<file path="src/ppc_pkg.sv">
// shared constants and carrier types for the port pin control block
package ppc_pkg;

  // ***************************************************************
  // geometry
  // ***************************************************************
  localparam int NUM_PORTS     = 2;
  localparam int PINS_PER_PORT = 8;
  localparam int NUM_PINS      = 16;

  // ***************************************************************
  // register byte offsets on the apb bus
  // ***************************************************************
  localparam logic [7:0] DIR_A_OFS     = 8'h00;
  localparam logic [7:0] LATCH_A_OFS   = 8'h04;
  localparam logic [7:0] SAMPLE_A_OFS  = 8'h08;
  localparam logic [7:0] DIR_B_OFS     = 8'h0C;
  localparam logic [7:0] LATCH_B_OFS   = 8'h10;
  localparam logic [7:0] SAMPLE_B_OFS  = 8'h14;
  localparam logic [7:0] MCU_CTRL_OFS  = 8'h18;
  localparam logic [7:0] PORT_CTRL_OFS = 8'h1C;

  // ***************************************************************
  // field positions, masks and reset values
  // ***************************************************************
  localparam int         MCU_PUD_BIT     = 4;
  localparam int         PCR_BBM_LSB     = 4;
  localparam int         PCR_PUD_LSB     = 0;
  localparam logic [7:0] MCU_CTRL_MASK   = 8'h10;
  localparam logic [7:0] PORT_CTRL_MASK  = 8'h33;
  localparam logic [7:0] MCU_CTRL_RST    = 8'h00;
  localparam logic [7:0] PORT_CTRL_RST   = 8'h00;
  localparam logic [7:0] DIR_RST         = 8'h00;
  localparam logic [7:0] LATCH_RST       = 8'h00;

  // ***************************************************************
  // carriers
  // ***************************************************************
  // override signals that a peripheral drives onto one pin
  typedef struct packed {
    logic pullup_override_enable;
    logic pullup_override_value;
    logic direction_override_enable;
    logic direction_override_value;
    logic out_value_override_enable;
    logic out_value_override_value;
    logic latch_invert_override;
    logic input_gate_override_enable;
    logic input_gate_override_value;
  } ppc_ovr_t;

  // register-side control of one pin
  typedef struct packed {
    logic pin_direction_bit;
    logic pin_output_latch;
    logic pullup_off;
    logic bbm_hold;
  } ppc_ctl_t;

endpackage

</file>
<file path="src/ppc_pin_cell.sv">
// one port pin: pad drive, pull-up, input gating and input synchroniser
`timescale 1ns/100ps
`default_nettype none

module ppc_pin_cell
  import ppc_pkg::*;
(
  input  wire logic     clk,
  input  wire logic     rst_n,
  input  wire ppc_ctl_t ctl,
  input  wire ppc_ovr_t ovr,
  input  wire logic     sleep,
  input  wire logic     ext_int_en,
  input  wire logic     pad_in,
  output var  logic     pad_out_r,
  output var  logic     pad_oe_n_r,
  output var  logic     pullup_r,
  output logic          alt_tap,
  output logic          analog_link,
  output logic          sample
);

  logic drive_en;
  logic oe_n_nxt;
  logic out_nxt;
  logic pullup_nxt;
  logic input_en;
  logic sync1_r;
  logic sync2_r;

  // ***************************************************************
  // output side
  // ***************************************************************
  assign drive_en   = ovr.direction_override_enable ? ovr.direction_override_value
                                                    : ctl.pin_direction_bit;
  assign oe_n_nxt   = ~(drive_en & ~ctl.bbm_hold);
  assign out_nxt    = ovr.out_value_override_enable ? ovr.out_value_override_value
                                                    : ctl.pin_output_latch;
  assign pullup_nxt = ovr.pullup_override_enable ? ovr.pullup_override_value
                    : (~ctl.pin_direction_bit & ctl.pin_output_latch
                       & ~ctl.pullup_off);

  // async reset tri-states and drops the pull-up with no clock needed
  always_ff @(posedge clk or negedge rst_n)
  begin
    if (!rst_n)
    begin
      pad_oe_n_r <= 1'b1;
      pad_out_r  <= 1'b0;
      pullup_r   <= 1'b0;
    end
    else
    begin
      pad_oe_n_r <= oe_n_nxt;
      pad_out_r  <= out_nxt;
      pullup_r   <= pullup_nxt;
    end
  end

  // ***************************************************************
  // input side
  // ***************************************************************
  // sleep clamps the gate unless an enabled external interrupt needs the pin
  assign input_en    = ovr.input_gate_override_enable ? ovr.input_gate_override_value
                     : (~sleep | ext_int_en);
  // clamp to ground; on wake a high pin shows a rising edge to the interrupt logic
  assign alt_tap     = pad_in & input_en;
  // raw pad level, no gating, so analog users see the pin as is
  assign analog_link = pad_in;

  always_ff @(posedge clk or negedge rst_n)
  begin
    if (!rst_n)
    begin
      sync1_r <= 1'b0;
      sync2_r <= 1'b0;
    end
    else
    begin
      sync1_r <= alt_tap;
      sync2_r <= sync1_r;
    end
  end

  assign sample = sync2_r;

endmodule

`default_nettype wire

</file>
<file path="src/ppc_port_ctrl.sv">
// two 8-pin ports with apb registers, alternate-function overrides and pull-up control
//
// How it works
// - power-down or power-save sleep clamps each digital input to ground.
// - enabled external interrupt pins bypass the sleep clamp; others without an input gate override stay clamped.
// - disabled edge interrupt pin held high sets its flag on wake.
// - all pull-ups stay off while reset is active.
// - pull-up follows override value, else on for direction 0, latch 1, disable 0.
// - driver enable follows direction override value, else the direction bit.
// - driven value is override value when enabled, else the output latch.
// - toggle override inverts the pin's output latch.
// - input gate override value decides input enable regardless of sleep.
// - alternate input tap is taken after the trigger, before the synchroniser.
// - analog tap connects straight to the pad with no gating.
// - global pull-up off, bit 4 of mcu control, kills every pull-up that has no pull-up override enabled.
// - port control bits 5,4 insert a tri-state cycle on input-to-output writes.
// - port control bits 1,0 disable all pull-ups of their port that have no pull-up override enabled.
// - port pull-up off is ORed with global pull-up off.
// - the tri-state gap is exactly one cycle; none for output-to-input.
// - direction bit one means output, zero means input.
// - writing one to an input sample bit inverts that pin's latch.
// - all pins tri-state as soon as reset asserts, clock or not.
//
// Decided for this implementation: the address map and the APB slave port.
`timescale 1ns/100ps
`default_nettype none

module ppc_port_ctrl
  import ppc_pkg::*;
(
  input  wire logic                      MCLK,
  input  wire logic                      RSTN,
  input  wire logic                      PSEL,
  input  wire logic                      PENABLE,
  input  wire logic                      PWRITE,
  input  wire logic [7:0]                PADDR,
  input  wire logic [31:0]               PWDATA,
  output var  logic [31:0]               PRDATA,
  output var  logic                      PREADY,
  output var  logic                      PSLVERR,
  input  wire logic                      SLEEP_CLAMP,
  input  wire logic [NUM_PINS-1:0]       EXT_INT_EN,
  input  wire ppc_ovr_t [NUM_PINS-1:0]   OVR,
  input  wire logic [NUM_PINS-1:0]       PAD_IN,
  output var  logic [NUM_PINS-1:0]       PAD_OUT,
  output var  logic [NUM_PINS-1:0]       PAD_OE_N,
  output var  logic [NUM_PINS-1:0]       PAD_PULLUP,
  output logic [NUM_PINS-1:0]            ALT_INPUT_TAP,
  output logic [NUM_PINS-1:0]            ANALOG_PAD_LINK
);

  // ***************************************************************
  // apb slave: one wait state, every access answered
  // ***************************************************************
  logic [7:0]          mcu_control_r;
  logic [7:0]          port_control_r;
  logic [NUM_PINS-1:0] dir_r;
  logic [NUM_PINS-1:0] latch_r;
  logic [NUM_PINS-1:0] hold_r;
  logic [NUM_PINS-1:0] dir_nxt;
  logic [NUM_PINS-1:0] latch_nxt;
  logic [NUM_PINS-1:0] hold_nxt;
  logic [NUM_PINS-1:0] toggle_vec;
  logic [NUM_PINS-1:0] latch_invert_override_vec;
  logic [NUM_PINS-1:0] sample_vec;
  logic [NUM_PINS-1:0] pud_vec;
  logic [NUM_PINS-1:0] bbm_vec;
  logic [31:0]         rd_mux;
  logic                acc_start;
  logic                wr_done;
  logic                hit_dir_a;
  logic                hit_latch_a;
  logic                hit_sample_a;
  logic                hit_dir_b;
  logic                hit_latch_b;
  logic                hit_sample_b;
  logic                hit_mcu;
  logic                hit_pcr;
  logic                hit_any;
  logic                pud_global;
  logic [7:0]          wbyte;

  assign acc_start    = PSEL & PENABLE & ~PREADY;
  assign wr_done      = PSEL & PENABLE & PREADY & PWRITE;
  assign wbyte        = PWDATA[7:0];
  assign hit_dir_a    = (PADDR == DIR_A_OFS);
  assign hit_latch_a  = (PADDR == LATCH_A_OFS);
  assign hit_sample_a = (PADDR == SAMPLE_A_OFS);
  assign hit_dir_b    = (PADDR == DIR_B_OFS);
  assign hit_latch_b  = (PADDR == LATCH_B_OFS);
  assign hit_sample_b = (PADDR == SAMPLE_B_OFS);
  assign hit_mcu      = (PADDR == MCU_CTRL_OFS);
  assign hit_pcr      = (PADDR == PORT_CTRL_OFS);
  assign hit_any      = hit_dir_a | hit_latch_a | hit_sample_a | hit_dir_b
                      | hit_latch_b | hit_sample_b | hit_mcu | hit_pcr;

  // unmapped reads return zero with an error response
  assign rd_mux = hit_dir_a    ? {24'h00_0000, dir_r[7:0]}
                : hit_latch_a  ? {24'h00_0000, latch_r[7:0]}
                : hit_sample_a ? {24'h00_0000, sample_vec[7:0]}
                : hit_dir_b    ? {24'h00_0000, dir_r[15:8]}
                : hit_latch_b  ? {24'h00_0000, latch_r[15:8]}
                : hit_sample_b ? {24'h00_0000, sample_vec[15:8]}
                : hit_mcu      ? {24'h00_0000, mcu_control_r}
                : hit_pcr      ? {24'h00_0000, port_control_r}
                : 32'h0000_0000;

  always_ff @(posedge MCLK or negedge RSTN)
  begin
    if (!RSTN)
    begin
      PREADY  <= 1'b0;
      PRDATA  <= 32'h0000_0000;
      PSLVERR <= 1'b0;
    end
    else
    begin
      PREADY  <= acc_start;
      PRDATA  <= (acc_start & ~PWRITE) ? rd_mux : 32'h0000_0000;
      PSLVERR <= acc_start & ~hit_any;
    end
  end

  // ***************************************************************
  // control registers
  // ***************************************************************
  always_ff @(posedge MCLK or negedge RSTN)
  begin
    if (!RSTN)
    begin
      mcu_control_r  <= MCU_CTRL_RST;
      port_control_r <= PORT_CTRL_RST;
    end
    else if (wr_done)
    begin
      if (hit_mcu)
        mcu_control_r <= wbyte & MCU_CTRL_MASK;
      if (hit_pcr)
        port_control_r <= wbyte & PORT_CTRL_MASK;
    end
  end

  assign pud_global = mcu_control_r[MCU_PUD_BIT];

  // ***************************************************************
  // per-pin register state
  // ***************************************************************
  assign dir_nxt[7:0]  = (wr_done & hit_dir_a) ? wbyte : dir_r[7:0];
  assign dir_nxt[15:8] = (wr_done & hit_dir_b) ? wbyte : dir_r[15:8];

  // toggles by sample write or override are applied after a latch write
  assign toggle_vec[7:0]  = ((wr_done & hit_sample_a) ? wbyte : 8'h00) | latch_invert_override_vec[7:0];
  assign toggle_vec[15:8] = ((wr_done & hit_sample_b) ? wbyte : 8'h00) | latch_invert_override_vec[15:8];
  assign latch_nxt[7:0]   = ((wr_done & hit_latch_a) ? wbyte : latch_r[7:0])
                          ^ toggle_vec[7:0];
  assign latch_nxt[15:8]  = ((wr_done & hit_latch_b) ? wbyte : latch_r[15:8])
                          ^ toggle_vec[15:8];

  // hold only on a 0 -> 1 direction write; output -> input gets no gap
  assign hold_nxt = dir_nxt & ~dir_r & bbm_vec;

  always_ff @(posedge MCLK or negedge RSTN)
  begin
    if (!RSTN)
    begin
      dir_r   <= {DIR_RST, DIR_RST};
      latch_r <= {LATCH_RST, LATCH_RST};
      hold_r  <= {NUM_PINS{1'b0}};
    end
    else
    begin
      dir_r   <= dir_nxt;
      latch_r <= latch_nxt;
      hold_r  <= hold_nxt;
    end
  end

  // ***************************************************************
  // pin cells
  // ***************************************************************
  genvar gi;
  generate
    for (gi = 0; gi < NUM_PINS; gi++)
    begin : g_pin
      localparam int PORT = gi / PINS_PER_PORT;
      ppc_ctl_t ctl;

      assign latch_invert_override_vec[gi] = OVR[gi].latch_invert_override;
      assign pud_vec[gi]  = pud_global | port_control_r[PCR_PUD_LSB + PORT];
      assign bbm_vec[gi]  = port_control_r[PCR_BBM_LSB + PORT];
      assign ctl.pin_direction_bit = dir_r[gi];
      assign ctl.pin_output_latch  = latch_r[gi];
      assign ctl.pullup_off        = pud_vec[gi];
      assign ctl.bbm_hold          = hold_r[gi];

      ppc_pin_cell u_cell (
        .clk         (MCLK),
        .rst_n       (RSTN),
        .ctl         (ctl),
        .ovr         (OVR[gi]),
        .sleep       (SLEEP_CLAMP),
        .ext_int_en  (EXT_INT_EN[gi]),
        .pad_in      (PAD_IN[gi]),
        .pad_out_r   (PAD_OUT[gi]),
        .pad_oe_n_r  (PAD_OE_N[gi]),
        .pullup_r    (PAD_PULLUP[gi]),
        .alt_tap     (ALT_INPUT_TAP[gi]),
        .analog_link (ANALOG_PAD_LINK[gi]),
        .sample      (sample_vec[gi])
      );

      // ***********************************************************
      // checks
      // ***********************************************************
      a_sleep_clamp_low: assert property (@(posedge MCLK) disable iff (!RSTN)
        SLEEP_CLAMP && !EXT_INT_EN[gi] && !OVR[gi].input_gate_override_enable
        |-> !ALT_INPUT_TAP[gi])
        else $error("input not clamped in sleep");

      a_ext_int_bypass: assert property (@(posedge MCLK) disable iff (!RSTN)
        SLEEP_CLAMP && EXT_INT_EN[gi] && !OVR[gi].input_gate_override_enable
        |-> ALT_INPUT_TAP[gi] == PAD_IN[gi])
        else $error("interrupt pin clamped in sleep");

      a_input_gate_ovr: assert property (@(posedge MCLK) disable iff (!RSTN)
        OVR[gi].input_gate_override_enable
        |-> ALT_INPUT_TAP[gi] == (PAD_IN[gi] & OVR[gi].input_gate_override_value))
        else $error("input gate override ignored");

      a_pullup_override: assert property (@(posedge MCLK) disable iff (!RSTN)
        OVR[gi].pullup_override_enable
        |=> PAD_PULLUP[gi] == $past(OVR[gi].pullup_override_value))
        else $error("pull-up override ignored");

      a_pullup_disable: assert property (@(posedge MCLK) disable iff (!RSTN)
        pud_vec[gi] && !OVR[gi].pullup_override_enable |=> !PAD_PULLUP[gi])
        else $error("pull-up on while disabled");

      a_dir_override: assert property (@(posedge MCLK) disable iff (!RSTN)
        OVR[gi].direction_override_enable && !hold_r[gi]
        |=> PAD_OE_N[gi] == !$past(OVR[gi].direction_override_value))
        else $error("direction override ignored");

      a_out_value_sel: assert property (@(posedge MCLK) disable iff (!RSTN)
        1'b1 |=> PAD_OUT[gi] == ($past(OVR[gi].out_value_override_enable)
                                 ? $past(OVR[gi].out_value_override_value)
                                 : $past(latch_r[gi])))
        else $error("wrong driven value");

      a_bbm_gap_once: assert property (@(posedge MCLK) disable iff (!RSTN)
        $rose(dir_r[gi]) && bbm_vec[gi] && !OVR[gi].direction_override_enable
        ##1 (dir_r[gi] && !OVR[gi].direction_override_enable)
        |-> PAD_OE_N[gi] ##1 !PAD_OE_N[gi])
        else $error("break-before-make gap not one cycle");

      a_no_bbm_gap: assert property (@(posedge MCLK) disable iff (!RSTN)
        $rose(dir_r[gi]) && !bbm_vec[gi] && !OVR[gi].direction_override_enable
        |=> !PAD_OE_N[gi])
        else $error("gap inserted without break-before-make");

      a_toggle_ovr: assert property (@(posedge MCLK) disable iff (!RSTN)
        OVR[gi].latch_invert_override && !wr_done |=> latch_r[gi] != $past(latch_r[gi]))
        else $error("toggle override did not invert latch");

      a_bbm_hold_cause: assert property (@(posedge MCLK) disable iff (!RSTN)
        hold_r[gi] |-> dir_r[gi] && !$past(dir_r[gi]) && $past(bbm_vec[gi]))
        else $error("tri-state hold without input-to-output write");

      a_bbm_gap_off: assert property (@(posedge MCLK) disable iff (!RSTN)
        hold_r[gi] |=> PAD_OE_N[gi])
        else $error("driver on during break-before-make gap");

      a_input_awake: assert property (@(posedge MCLK) disable iff (!RSTN)
        !SLEEP_CLAMP && !OVR[gi].input_gate_override_enable
        |-> ALT_INPUT_TAP[gi] == PAD_IN[gi])
        else $error("input gated while awake");

      a_pullup_default: assert property (@(posedge MCLK) disable iff (!RSTN)
        !OVR[gi].pullup_override_enable && !pud_vec[gi]
        |=> PAD_PULLUP[gi] == $past(!dir_r[gi] && latch_r[gi]))
        else $error("pull-up not set by direction and latch");
    end
  endgenerate

  a_sample_toggle: assert property (@(posedge MCLK) disable iff (!RSTN)
    wr_done && hit_sample_a && wbyte[0] && !OVR[0].latch_invert_override
    |=> latch_r[0] != $past(latch_r[0]))
    else $error("sample write did not toggle latch");

  a_mcu_unused_zero: assert property (@(posedge MCLK) disable iff (!RSTN)
    (mcu_control_r & ~MCU_CTRL_MASK) == 8'h00)
    else $error("unused control bits set");

  c_sleep_clamp: cover property (@(posedge MCLK) disable iff (!RSTN)
    SLEEP_CLAMP && PAD_IN[0] && !ALT_INPUT_TAP[0] ##1 !SLEEP_CLAMP);
  c_bbm_switch: cover property (@(posedge MCLK) disable iff (!RSTN)
    hold_r[4] ##2 !PAD_OE_N[4]);
  c_sample_write: cover property (@(posedge MCLK) disable iff (!RSTN)
    wr_done && hit_sample_b);
  c_unmapped: cover property (@(posedge MCLK) disable iff (!RSTN)
    PSLVERR);

endmodule

`default_nettype wire

</file>
<file path="config.mk">
export PLATFORM = sky130hd
export DESIGN_NAME = ppc_port_ctrl
export DESIGN_NICKNAME = d
export VERILOG_FILES = /design/src/ppc_pkg.sv /design/src/ppc_pin_cell.sv /design/src/ppc_port_ctrl.sv
export SDC_FILE = /design/constraint.sdc
export NUM_CORES = 1
export LEC_CHECK = 0
export BUFFER_PORTS_ARGS = -buffer_cell sky130_fd_sc_hd__buf_2
export CORE_MARGIN = 1
export CORE_UTILIZATION = 43
export CTS_CLUSTER_DIAMETER = 120
export DETAILED_ROUTE_END_ITERATION = 10
export PLACE_DENSITY = 0.77
export SLEW_MARGIN = 20
export SYNTH_ARGS = -nofsm -noshare
export SYNTH_HDL_FRONTEND = slang
export SYNTH_SLANG_ARGS = --single-unit
export TNS_END_PERCENT = 10
</file>
<file path="constraint.sdc">
create_clock -name MCLK -period 1.6 [get_ports MCLK]
set_input_delay 0.32 -clock MCLK [delete_from_list [all_inputs] [get_ports MCLK]]
set_output_delay 0.32 -clock MCLK [all_outputs]
set_load 0.05 [all_outputs]
</file>
Word level (Yosys, flattened, before mapping). Cells that the tools add are included.

Memories kept: 0. Bits in read-only memories: 0. Bits in registers: 143. Bits in writable memories: 0. Word-level logic and storage cells: 339. Output and inout port bits: 114. Latch bits: 0. Bits of input ports: 222.

$lt $le $gt $ge: 0. $mul: 0. Muxes and demuxes: 79. Div/mod/pow operators: 0. Equality and inequality tests: 7. Reductions and logical operators: 3. Add/sub/neg operators: 0. Bitwise operators: 162. Shifts and indexed selects: 0.

Operators with widths (number): 8-bit 2-to-1 mux (13); 1-bit AND (76); 1-bit 2-to-1 mux (64); 1-bit inverter (54); 16-bit AND (2); 8-bit by 5-bit == test with 1-bit output, second input constant (4); 1-bit OR (25); 8-bit by 4-bit == test with 1-bit output, second input constant (2); 16-bit inverter (1); 8-bit OR (2); 8-bit bitwise XOR (2); 6-bit 2-to-1 mux (2); 8-bit by 3-bit == test with 1-bit output, second input constant (1); 8-bit logical NOT (1); 2-bit AND reduction (2).

Depth between registers and ports, before layout. Gate-level depths: netlist of run 1.

Depth after elaboration: 10. Mapped depth: 7. Gate-level depth less buffers: 4.

Hierarchy. From an unflattened synthesis of run 1, not the netlist that was laid out.

Cell total of the unflattened synthesis: 623. Area, all modules: 7045.5 um^2.

Modules (own cells, without submodules): ppc_port_ctrl (area an instance 3802.4 um^2, sequential area each 1576.5 um^2, times used 1, cells each 367); ppc_pin_cell (area an instance 202.7 um^2, sequential area each 126.4 um^2, times used 16, cells each 16).

Worst setup path after synthesis of run 1. OpenSTA, ideal clock, no wires.

Path type: flip-flop to flip-flop. From: register PREADY. To: register dir_r[0]. Slack: -0.526 ns. Path buffers: 0. Cell stages (with the launch flop): 4. Data arrival time: 2.001 ns. Clock period less this slack: 2.126 ns. Path through: dfrtp_1 > nand4_1 > nor4_4 > mux2_2.

Word-level cells in the longest chain between the ends: 4.

Ends and longest elaborated chain: start: declaration (line ppc_port_ctrl.sv:39) `output var logic PREADY,`; start signal: assignment (line ppc_port_ctrl.sv:118) `PREADY <= acc_start;`; 1-bit AND (2 in a row) (line ppc_port_ctrl.sv:84) `assign wr_done = PSEL & PENABLE & PREADY & PWRITE;`; 1-bit AND (line ppc_port_ctrl.sv:148) `assign dir_nxt[7:0] = (wr_done & hit_dir_a) ? wbyte : dir_r[7:0];`; 8-bit 2-to-1 mux (line ppc_port_ctrl.sv:148); net dir_nxt[0] (line ppc_port_ctrl.sv:60) `logic [NUM_PINS-1:0] dir_nxt;`; end signal: assignment (line ppc_port_ctrl.sv:166) `dir_r <= {DIR_RST, DIR_RST};`; end signal: assignment (line ppc_port_ctrl.sv:172) `dir_r <= dir_nxt;`; end: declaration (line ppc_port_ctrl.sv:57) `logic [NUM_PINS-1:0] dir_r;`.

The timed path passes the listed nets, and every way through them passes these cells. A chain may end at the register's enable or synchronous reset.

Final worst setup path of run 1.
From: register PREADY. To: register latch_r[2].

Word-level cells in the longest chain between the ends: 6. Elaborated cells between the ends (all ways): 8. Classes of those cells: mux (2); bitwise (6).

Ends and longest elaborated chain: 1-bit AND (*) (2 in a row) (line ppc_port_ctrl.sv:84); 1-bit AND (line ppc_port_ctrl.sv:152) `assign toggle_vec[7:0] = ((wr_done & hit_sample_a) ? wbyte : 8'h00) | latch_invert_override_vec[7:0];`; 8-bit 2-to-1 mux (line ppc_port_ctrl.sv:152); 8-bit OR (line ppc_port_ctrl.sv:152); 8-bit bitwise XOR (*) (line ppc_port_ctrl.sv:155) `^ toggle_vec[7:0];`; net latch_nxt[2] (line ppc_port_ctrl.sv:61) `logic [NUM_PINS-1:0] latch_nxt;`; end signal: assignment (line ppc_port_ctrl.sv:167) `latch_r <= {LATCH_RST, LATCH_RST};`; end signal: assignment (line ppc_port_ctrl.sv:173) `latch_r <= latch_nxt;`; end: declaration (line ppc_port_ctrl.sv:58) `logic [NUM_PINS-1:0] latch_r;`.

Mark *: on every way through the listed nets, which the timed path passes. The rest lies on a longest branch.

==> qor.csv, run 1 <==
metric,value,unit
grt_usage,24.4,%
dp_hpwl,16000,microns
drv_cap,0,
post-route-period-util,106,%
yosys_warnings,0,
switchingPower,3.08,mW
hold_violations,0,
htree_levels,4,
status,finished with violations,
clk_pin_slew,0.06,ns
firstDrtPassIters,5,
area_growth,31.1,%
synth_area_leaders,"dfrtp_1 (43%), buf_4 (11%), dfstp_2 (5.7%)",
violations,negative setup slack,
finalSetupViolCount,26,
numCtsBuffers,17,
cts_max_path_buffers,2,
synth_ff_type,dfrtp_1,
swShare,29.9,%
crit_path_cell_trace,buf_6 -> nand4_1 -> buf_6 -> nor4_4 -> buf_4 -> o22ai_1 -> a211oi_1,
routabilityCongestion,0.885,
ys_seq_elements,143,
seq_area_frac_synth,48.4,%
grt_pass1_wl,32700,microns
dieArea,17800,sq um
antenna_found_initial,1,
drive_gt1_share,48.2,%
internal-power,7.22,mW
die_h,133,microns
synthesis.area,7430,sq um
slew_violations,0,
crit_fanout,6,
ys_async_sr_fraction,100,%
crit_family,buffers and inverters,
cts_tree,built,
power_density,1060,nW/um^2
initial_core_util,44.5,%
timing.final.ws_setup,-0.0934,ns
comb_power_share,19.8,%
crit_path_end_kind,flip-flop,
drtAntennaViolNets,0,
grt_pass1_vias,6216,
cp_common_cell,buf_6,
wirelength,21100,microns
crit_buf_inv,3,
port_buffers,287,
finalClockSkew,0.0110,ns
syn_area_per_cell,10.1,sq um
seq_power_share,39.0,%
fin_nets,1219,
num_rows,47,
vias,6353,
drcViolationCount,0,
dpl_worst_slack,-0.372,ns
cts-root-buf,clkbuf_16,
fin_crit,1.69,ns
synth_cells,736,
rsz0062_at_grt,true,
grt_max_degree,47,
clkLatencyLatePin,0.42,ns
synth_cell_types,50,
criticalPathCategory,reg2reg,
clock-sinks,143,
core-area,16700,sq um
hp-class,in2reg,
synth_edf_count,0,
drt-initial-drc-count,578,
max_stage_delay,0.38,ns
startpoint_type,flip-flop,
required,1.93,ns
grt_overflow,0,
synth_top_area_cell,dfrtp_1,
max_freq,591,MHz
slowest_stage,dfrtp_2,
routedWlPerCell,17.2,microns
leakage,4.94,nW
synth_top_area_share,42.8,%
arrival,2.02,ns
clkPwrFrac,41.2,%
pin_count,336,
ir_drop,741,uV
postLayoutCoreUtil,58.3,%
via_per_inst,5.16,
die_w,133,microns
## layer usage
layer  GRT usage (%)  part of all wire [%]  vias to the layer above
met5               0                     0                        -
met1            28.6                    39                     3010
met3            4.49                   6.5                       45
met2            42.8                    51                      320
met4            11.9                   3.0                        0
li1                -                     -                     2978
## path summary, 6_finish.rpt
path,start,to,slack (ns),cells after the start
setup / recovery,PREADY$_DFF_PN0_,latch_r[2]$_DFF_PN0_,-0.09,7
hold / removal,OVR[112],g_pin[12].u_cell.pad_out_r$_DFF_PN0_,0.08,2
setup reg to reg,PREADY$_DFF_PN0_,latch_r[2]$_DFF_PN0_,-0.09,7
hold reg to reg,g_pin[13].u_cell.sync1_r$_DFF_PN0_,g_pin[13].u_cell.sample$_DFF_PN0_,0.34,0
max in group asynchronous,RSTN,g_pin[5].u_cell.pad_oe_n_r$_DFF_PN1_,0.67,3
min in group asynchronous,RSTN,g_pin[12].u_cell.pullup_r$_DFF_PN0_,0.34,2
## cells in the mapped netlist, types with 5 or more instances
cell / number
a211oi_1: 8
a21oi_1: 13
a31oi_1: 16
a41oi_1: 8
and2_1: 10
buf_2: 5
buf_4: 104
clkbuf_1: 21
dfrtp_1: 127
dfstp_2: 16
inv_1: 58
mux2_2: 25
mux2i_1: 35
nand2_1: 53
nand3_1: 6
nand4_1: 6
nor2_1: 33
nor3b_1: 19
o2111ai_1: 11
o211ai_1: 16
o21ai_0: 44
o22ai_1: 9
o41ai_1: 16
or2_2: 23
or3_1: 10
## power by group through the flow
stage / sequential (mW) / combinational [mW] / clock (mW)
after global routing: 4.04 / 2.18 / 4.49
after CTS: 4.01 / 2.03 / 4.33
final: 4.02 / 2.04 / 4.24
after detailed placement: 4.08 / 2.00 / 0
after floorplan: 4.04 / 1.53 / 0
after global placement: 4.07 / 1.97 / 0
## metrics by stage
step	setup TNS, ns	total power, mW	instances	instance area, sq um	hold slack (ns)
final	-1.17	10.3	1231	9740	0.0787
after global routing	-3.57	10.7	1231	9740	0.0734
after CTS	-0.646	10.4	1230	9630	0.0640
after detailed placement	-13.86	6.08	1196	8890	0.218
after global placement	-12.87	6.04	1196	8890	0.219
after floorplan	-12.90	5.57	759	7520	0.0244
## layout by cell type, fill, tap and decap left out, drive strengths merged, types with 3 or more instances in the layout
cell type	n
o21ai	44
inv	60
a21oi	13
o22ai	9
nand4	6
a221o	3
nor3b	19
nand2	54
mux2	25
o41ai	16
or2	23
buf	352
conb	24
nand3b	3
and4	5
or3	10
bufinv	4
mux2i	35
and2	10
nand3	6
clkbuf	19
nor4	3
a41oi	8
nor2b	4
dfstp	16
nor2	33
a211oi	8
clkinv	6
nor3	5
dfrtp	127
o2111ai	11
o211ai	16
a31oi	16
## kinds of logic after synthesis
| group | Yosys count | share of synthesized area [%] |
|---|---|---|
| AND/OR/NAND/NOR | 188 | 14.2 |
| AO/OA/AOI/OAI | 150 | 13.6 |
| buffers and inverters | 194 | 15.2 |
| other | 1 | 0.0505 |
| flip-flops | 143 | 48.4 |
| multiplexers | 60 | 8.50 |
## flip-flops by register name (all words and copies together) (netlist names)
signal and cells:
latch_r 16, g_pin.u_cell.pad_out_r 16, dir_r 16, g_pin.u_cell.pullup_r 16
PREADY 1, mcu_control_r 1, hold_r 16, port_control_r 4
g_pin.u_cell.sample 16, PSLVERR 1, g_pin.u_cell.sync1_r 16, PRDATA 8
g_pin.u_cell.pad_oe_n_r 16
## layout make-up
| class | instances | area, sq um |
|---|---|---|
| Fill cell | 1393 | 6960 |
| Sequential cell | 143 | 3600 |
| Multi-Input combinational cell | 423 | 2970 |
| Timing Repair Buffer | 353 | 2030 |
| Clock buffer | 19 | 453 |
| Tap cell | 220 | 275 |
| Inverter | 59 | 221 |
| Clock inverter | 13 | 185 |
| Antenna cell | 1 | 2.50 |
## timing repair
action                                  CTS  global route
gates resized for setup                  29            22
pin swaps                                 9             3
cloned                                    2             0
hold endpoints to repair                 20             0
endpoints found under the setup margin   39            57
hold buffers                              1             0
buffers inserted                          0             0
Note: power is estimated with default switching activity, not from simulation.
==> run 2, diff against run 1 <==
- CORE_UTILIZATION: 43 -> 42
- PLACE_DENSITY: 0.77 -> 0.76
- SYNTH_HIERARCHICAL: default -> 1
- TNS_END_PERCENT: 10 -> default
==> run 2 against run 1 <==
Critical path depth shrank 1. Critical endpoint is now latch_r[0]$_DFF_PN0_. Global-route usage shrank 1.5 points. Sequential share of layout area grew 0.21 points. First-iteration DRC count shrank 54%. Sequential power is essentially flat. The flow now finishes without violations.
==> qor.csv, run 2 <==
metric,value,unit
status,"finished, final reports clean",
core-area,16100,sq um
num_rows,46,
clock-sinks,143,
post-route-period-util,98.4,%
hp-class,in2reg,
grt_max_degree,44,
leakage,4.91,nW
ys_async_sr_fraction,100,%
htree_levels,4,
routedWlPerCell,16.5,microns
finalSetupViolCount,0,
drt-initial-drc-count,266,
wirelength,19400,microns
synth_edf_count,0,
synth_top_area_cell,dfrtp_1,
final_common_cell,buf_2,
cts-root-buf,clkbuf_16,
die_w,132,microns
firstDrtPassIters,4,
r2r_start,PREADY$_DFF_PN0_,
antenna_found_initial,1,
final.fill_count,1324,
via_per_inst,5.11,
cts_max_path_buffers,2,
ys_seq_elements,143,
vias,6013,
grt_pass1_vias,5897,
numCtsBuffers,17,
power_density,1060,nW/um^2
synth_top_area_share,45.1,%
slew_violations,0,
synth_area_leaders,"dfrtp_1 (45%), dfstp_2 (6.0%), mux2_2 (4.6%)",
grt_usage,22.9,%
crit_path_end_kind,flip-flop,
holdPathStages,2,
drv_cap,0,
stdcell_area,9690,sq um
synthesis.area,7050,sq um
hold_violations,0,
final_cell_mix,"buf_2 (286), dfrtp_1 (126), buf_4 (52), nand2_1 (48), inv_1 (40)",
die_h,132,microns
total_power,10.3,mW
n_antenna_cell,0,
arrival,1.86,ns
dieArea,17300,sq um
cts_tree,built,
synth_common_cells,"dfrtp_1 (127), nand2_1 (49), buf_4 (43)",
finalClockSkew,0.00918,ns
port_buffers,287,
ir_drop,655,uV
clk_pin_slew,0.06,ns
dp_hpwl,15000,microns
synth_cells,623,
reg2reg_depth,6,
drcViolationCount,0,
criticalPathCategory,reg2reg,
clkLatencyLatePin,0.42,ns
yosysMostFrequentCell,dfrtp_1,
crit_fanout,6,
r2r_end,latch_r[0]$_DFF_PN0_,
seq_area_frac_synth,51.1,%
grt_overflow,0,
drive_gt1_share,48.2,%
required,1.88,ns
drtAntennaViolNets,0,
ff2ff_setup_slack,0.03,ns
initial_core_util,43.7,%
grt_pass1_wl,30600,microns
area_growth,37.5,%
routabilityCongestion,0.882,
critPathCapture,latch_r[0]$_DFF_PN0_,
syn_area_per_cell,11.3,sq um
max_freq,635,MHz
fin_nets,1170,
place_area,8950,sq um
synth_ff_type,dfrtp_1,
worst_hold_slack,0.0800,ns
rsz0062_at_grt,true,
pin_count,336,
cts_setup_buffers,0,
critPathLaunch,PREADY$_DFF_PN0_,
yosys_warnings,6,
fin_crit,1.57,ns
startpoint_type,flip-flop,
synth_cell_types,54,
[run 2: changes by cell type after synthesis, moves of 17 or more]
cell      previous run  this run
nand2b_1             2        19
clkbuf_1            21         2
or2_2               23         2
inv_1               58        40
buf_4              104        43
[run 2: worst min path at each step]
stage,to,slack (ns),from
floorplan,PRDATA[0]$_DFF_PN0_,0.02,RSTN
global placement,g_pin[6].u_cell/pad_out_r$_DFF_PN0_,0.28,RSTN
detailed placement,g_pin[6].u_cell/pad_out_r$_DFF_PN0_,0.28,RSTN
CTS,g_pin[0].u_cell/pullup_r$_DFF_PN0_,0.06,OVR[8]
global route,g_pin[4].u_cell/pullup_r$_DFF_PN0_,0.08,OVR[44]
finish,g_pin[12].u_cell/pullup_r$_DFF_PN0_,0.08,OVR[116]
[run 2: what timing repair did]
action,CTS,global route
resized for setup,0,8
hold buffers,1,0
setup endpoints to repair,0,22
hold endpoints to repair,32,0
[run 2: cell families after synthesis]
logic type / Yosys count / share of synthesized area (%)
compound gates: 130 / 16.0
xor+xnor: 8 / 0.995
buf+inv: 108 / 8.88
flops: 143 / 51.1
mux: 55 / 8.51
other cells: 1 / 0.0532
simple gates: 178 / 14.5
[run 2: final cells by class]
class / count / area [sq um] / share of cell area (%)
well taps: 216 / 270 / 2.79
multi-input cells: 395 / 2970 / 30.7
inverters: 40 / 150 / 1.55
clock buffers: 20 / 457 / 4.71
clock inverters: 11 / 188 / 1.94
repair buffers: 351 / 2050 / 21.2
flip-flops and latches: 143 / 3600 / 37.2
[run 2: through the flow]
step	TNS [ns]	setup slack [ns]	instances	utilization, %
2_1_floorplan	-1.66	-0.121	646	-
3_3_place_gp	-4.22	-0.153	1141	55.5
3_5_place_dp	-4.42	-0.227	1141	55.5
4_1_cts	0	0.00126	1173	59.6
5_1_grt	-0.0538	-0.0192	1176	60.1
6_report	0	0.0254	1176	60.1
[run 2: where the power goes]
part	switching (mW)	internal, mW	total, mW	leakage, nW
sequential	0.151	3.87	4.03	1.79
clock	1.45	2.83	4.27	0.308
combinational	1.34	0.665	2.01	2.81
[run 2: routing by layer]
layer / wire [microns] / track usage, % / share of wire, %
met3: 1100 / 4.67 / 5.7
met1: 7750 / 27.1 / 40
met5: 8 / 0 / 0.041
met4: 479 / 9.43 / 2.5
met2: 10000 / 40.2 / 52
[run 2: worst max-delay path, stage by stage, from the launching register on]
cell	delay, ns
dfrtp_2	0.36
and4_4	0.22
buf_6	0.11
and4_4	0.27
buf_12	0.15
mux2i_4	0.21
o311ai_1	0.12
==> run 3, diff against run 2 <==
- CORE_AREA: default -> 2 2 132 134
- CORE_MARGIN: 1 -> default
- CORE_UTILIZATION: 42 -> default
- DIE_AREA: default -> 0 0 134 136
- PLACE_DENSITY: 0.76 -> 0.74
- clock period: 1.6 -> 1.99 ns (I/O delays scaled with it)
==> run 3 against run 2 <==
First-iteration DRC count rose by 20%. Non-clock buffer count decreased by 36. Final area fell by 4.2%. Clock-buffer cell count grew 1. Worst setup slack gained 0.20 ns. Largest power group unchanged. Final cell count decreased by 2.2%. Core utilization decreased by 5.1 points. Critical path type unchanged.
==> qor.csv, run 3 (same netlist as run 2, synthesis figures left out) <==
metric,value,unit
total_power,8.14,mW
max_stage_delay,0.42,ns
criticalPathCategory,reg2reg,
crit_family,simple AND/OR/NAND/NOR gates,
final.fill_count,1443,
startpoint_type,flip-flop,
regArea,3600,sq um
cts_max_path_buffers,2,
pin_count,336,
drv_cap,0,
worst_hold_slack,0.157,ns
power_density,877,nW/um^2
die_w,134,microns
htree_levels,4,
clk_pin_slew,0.06,ns
vias,5756,
clkLatencyLatePin,0.42,ns
dieArea,18200,sq um
num_rows,48,
required,2.27,ns
routabilityCongestion,0.871,
grt_max_degree,41,
drtAntennaViolNets,0,
drt-initial-drc-count,319,
dp_hpwl,14900,microns
routedWlPerCell,16.8,microns
dpl_worst_slack,0.0686,ns
n_antenna_cell,0,
r2r_start,PREADY$_DFF_PN0_,
initial_core_util,41.7,%
tns,0,ns
grt_pass1_vias,5685,
postLayoutCoreUtil,55.0,%
rsz0062_at_grt,false,
die_h,136,microns
final_cell_mix,"buf_2 (286), dfrtp_1 (127), nand2_1 (49), inv_1 (40), mux2_2 (29)",
grt_usage,21.5,%
core-area,16900,sq um
grt_pass1_wl,29500,microns
via_per_inst,5.01,
slowest_stage,and4_1,
ir_drop,588,uV
critPathLaunch,PREADY$_DFF_PN0_,
clock-sinks,143,
hp-class,in2reg,
status,"finished, final reports clean",
cts-root-buf,clkbuf_16,
timing.final.ws_setup,0.223,ns
fin_nets,1134,
grt_overflow,0,
hold_violations,0,
finalClockSkew,0.00837,ns
crit_fanout,12,
drive_gt1_share,45.4,%
numCtsBuffers,17,
crit_buf_inv,1,
leakage,4.69,nW
arrival,2.05,ns
cts_resized,0,
drcViolationCount,0,
antenna_found_initial,0,
crit_path_end_kind,flip-flop,
cts_tree,built,
crit_path_cell_trace,and4_1 -> and4_1 -> buf_4 -> mux2i_1 -> o311ai_1,
max_freq,566,MHz
port_buffers,287,
slew_violations,0,
hp-start,OVR[8],
multi_input_comb_area,2910,sq um
area_growth,31.7,%
firstDrtPassIters,4,
finalSetupViolCount,0,
cts_setup_buffers,0,
final_common_cell,buf_2,
fin_crit,1.77,ns
post-route-period-util,88.8,%
cp_common_cell,and4_1,
wirelength,19300,microns
run 3: power breakdown:
part	internal [mW]	total, mW	switching [mW]
Sequential	3.11	3.24	0.122
Combinational	0.493	1.56	1.06
Clock	2.16	3.34	1.19
run 3: what timing repair did:
item | 4_1_cts | 5_1_grt
endpoints found under the hold margin | 28 | 0
hold buffers | 1 | 0
setup endpoints to repair | 0 | 0
run 3: final timing paths:
path	end	slack, ns	depth (start not counted)
max	latch_r[1]$_DFF_PN0_	0.22	5
min	g_pin[0].u_cell/pullup_r$_DFF_PN0_	0.16	2
max reg2reg	latch_r[1]$_DFF_PN0_	0.22	5
min reg2reg	g_pin[13].u_cell/sample$_DFF_PN0_	0.35	0
max in group asynchronous	g_pin[1].u_cell/pad_oe_n_r$_DFF_PN1_	0.88	3
min in group asynchronous	g_pin[6].u_cell/pad_out_r$_DFF_PN0_	0.46	2
run 3: metrics by stage:
step	std cells	area, sq um
after floorplan	646	7130
after global placement	1117	8650
after detailed placement	1117	8650
after CTS	1150	9280
after global routing	1150	9280
final	1150	9280
run 3: layer usage:
layer	vias up	track usage, %	part of all wire (%)
met2	253	37.9	52
li1	2764	-	-
met4	0	8.33	2.1
met1	2713	25.3	39
met3	26	5.07	7.3
met5	-	0	0
run 3: worst reg2reg max path: cells and delay by family (launching register included):
kind / cells / cell delay, ns
AO/OA/AOI/OAI: 1 / 0.12
buffers and inverters: 1 / 0.21
flip-flops: 1 / 0.40
multiplexers: 1 / 0.22
AND/OR/NAND/NOR: 2 / 0.70
run 3: final cells by class:
type	instances	area share, %
clock buffer	21	4.96
multi-input combinational	395	31.3
timing repair buffer	315	18.5
inverter	40	1.62
clock inverter	11	1.77
sequential	143	38.8
tap	225	3.03
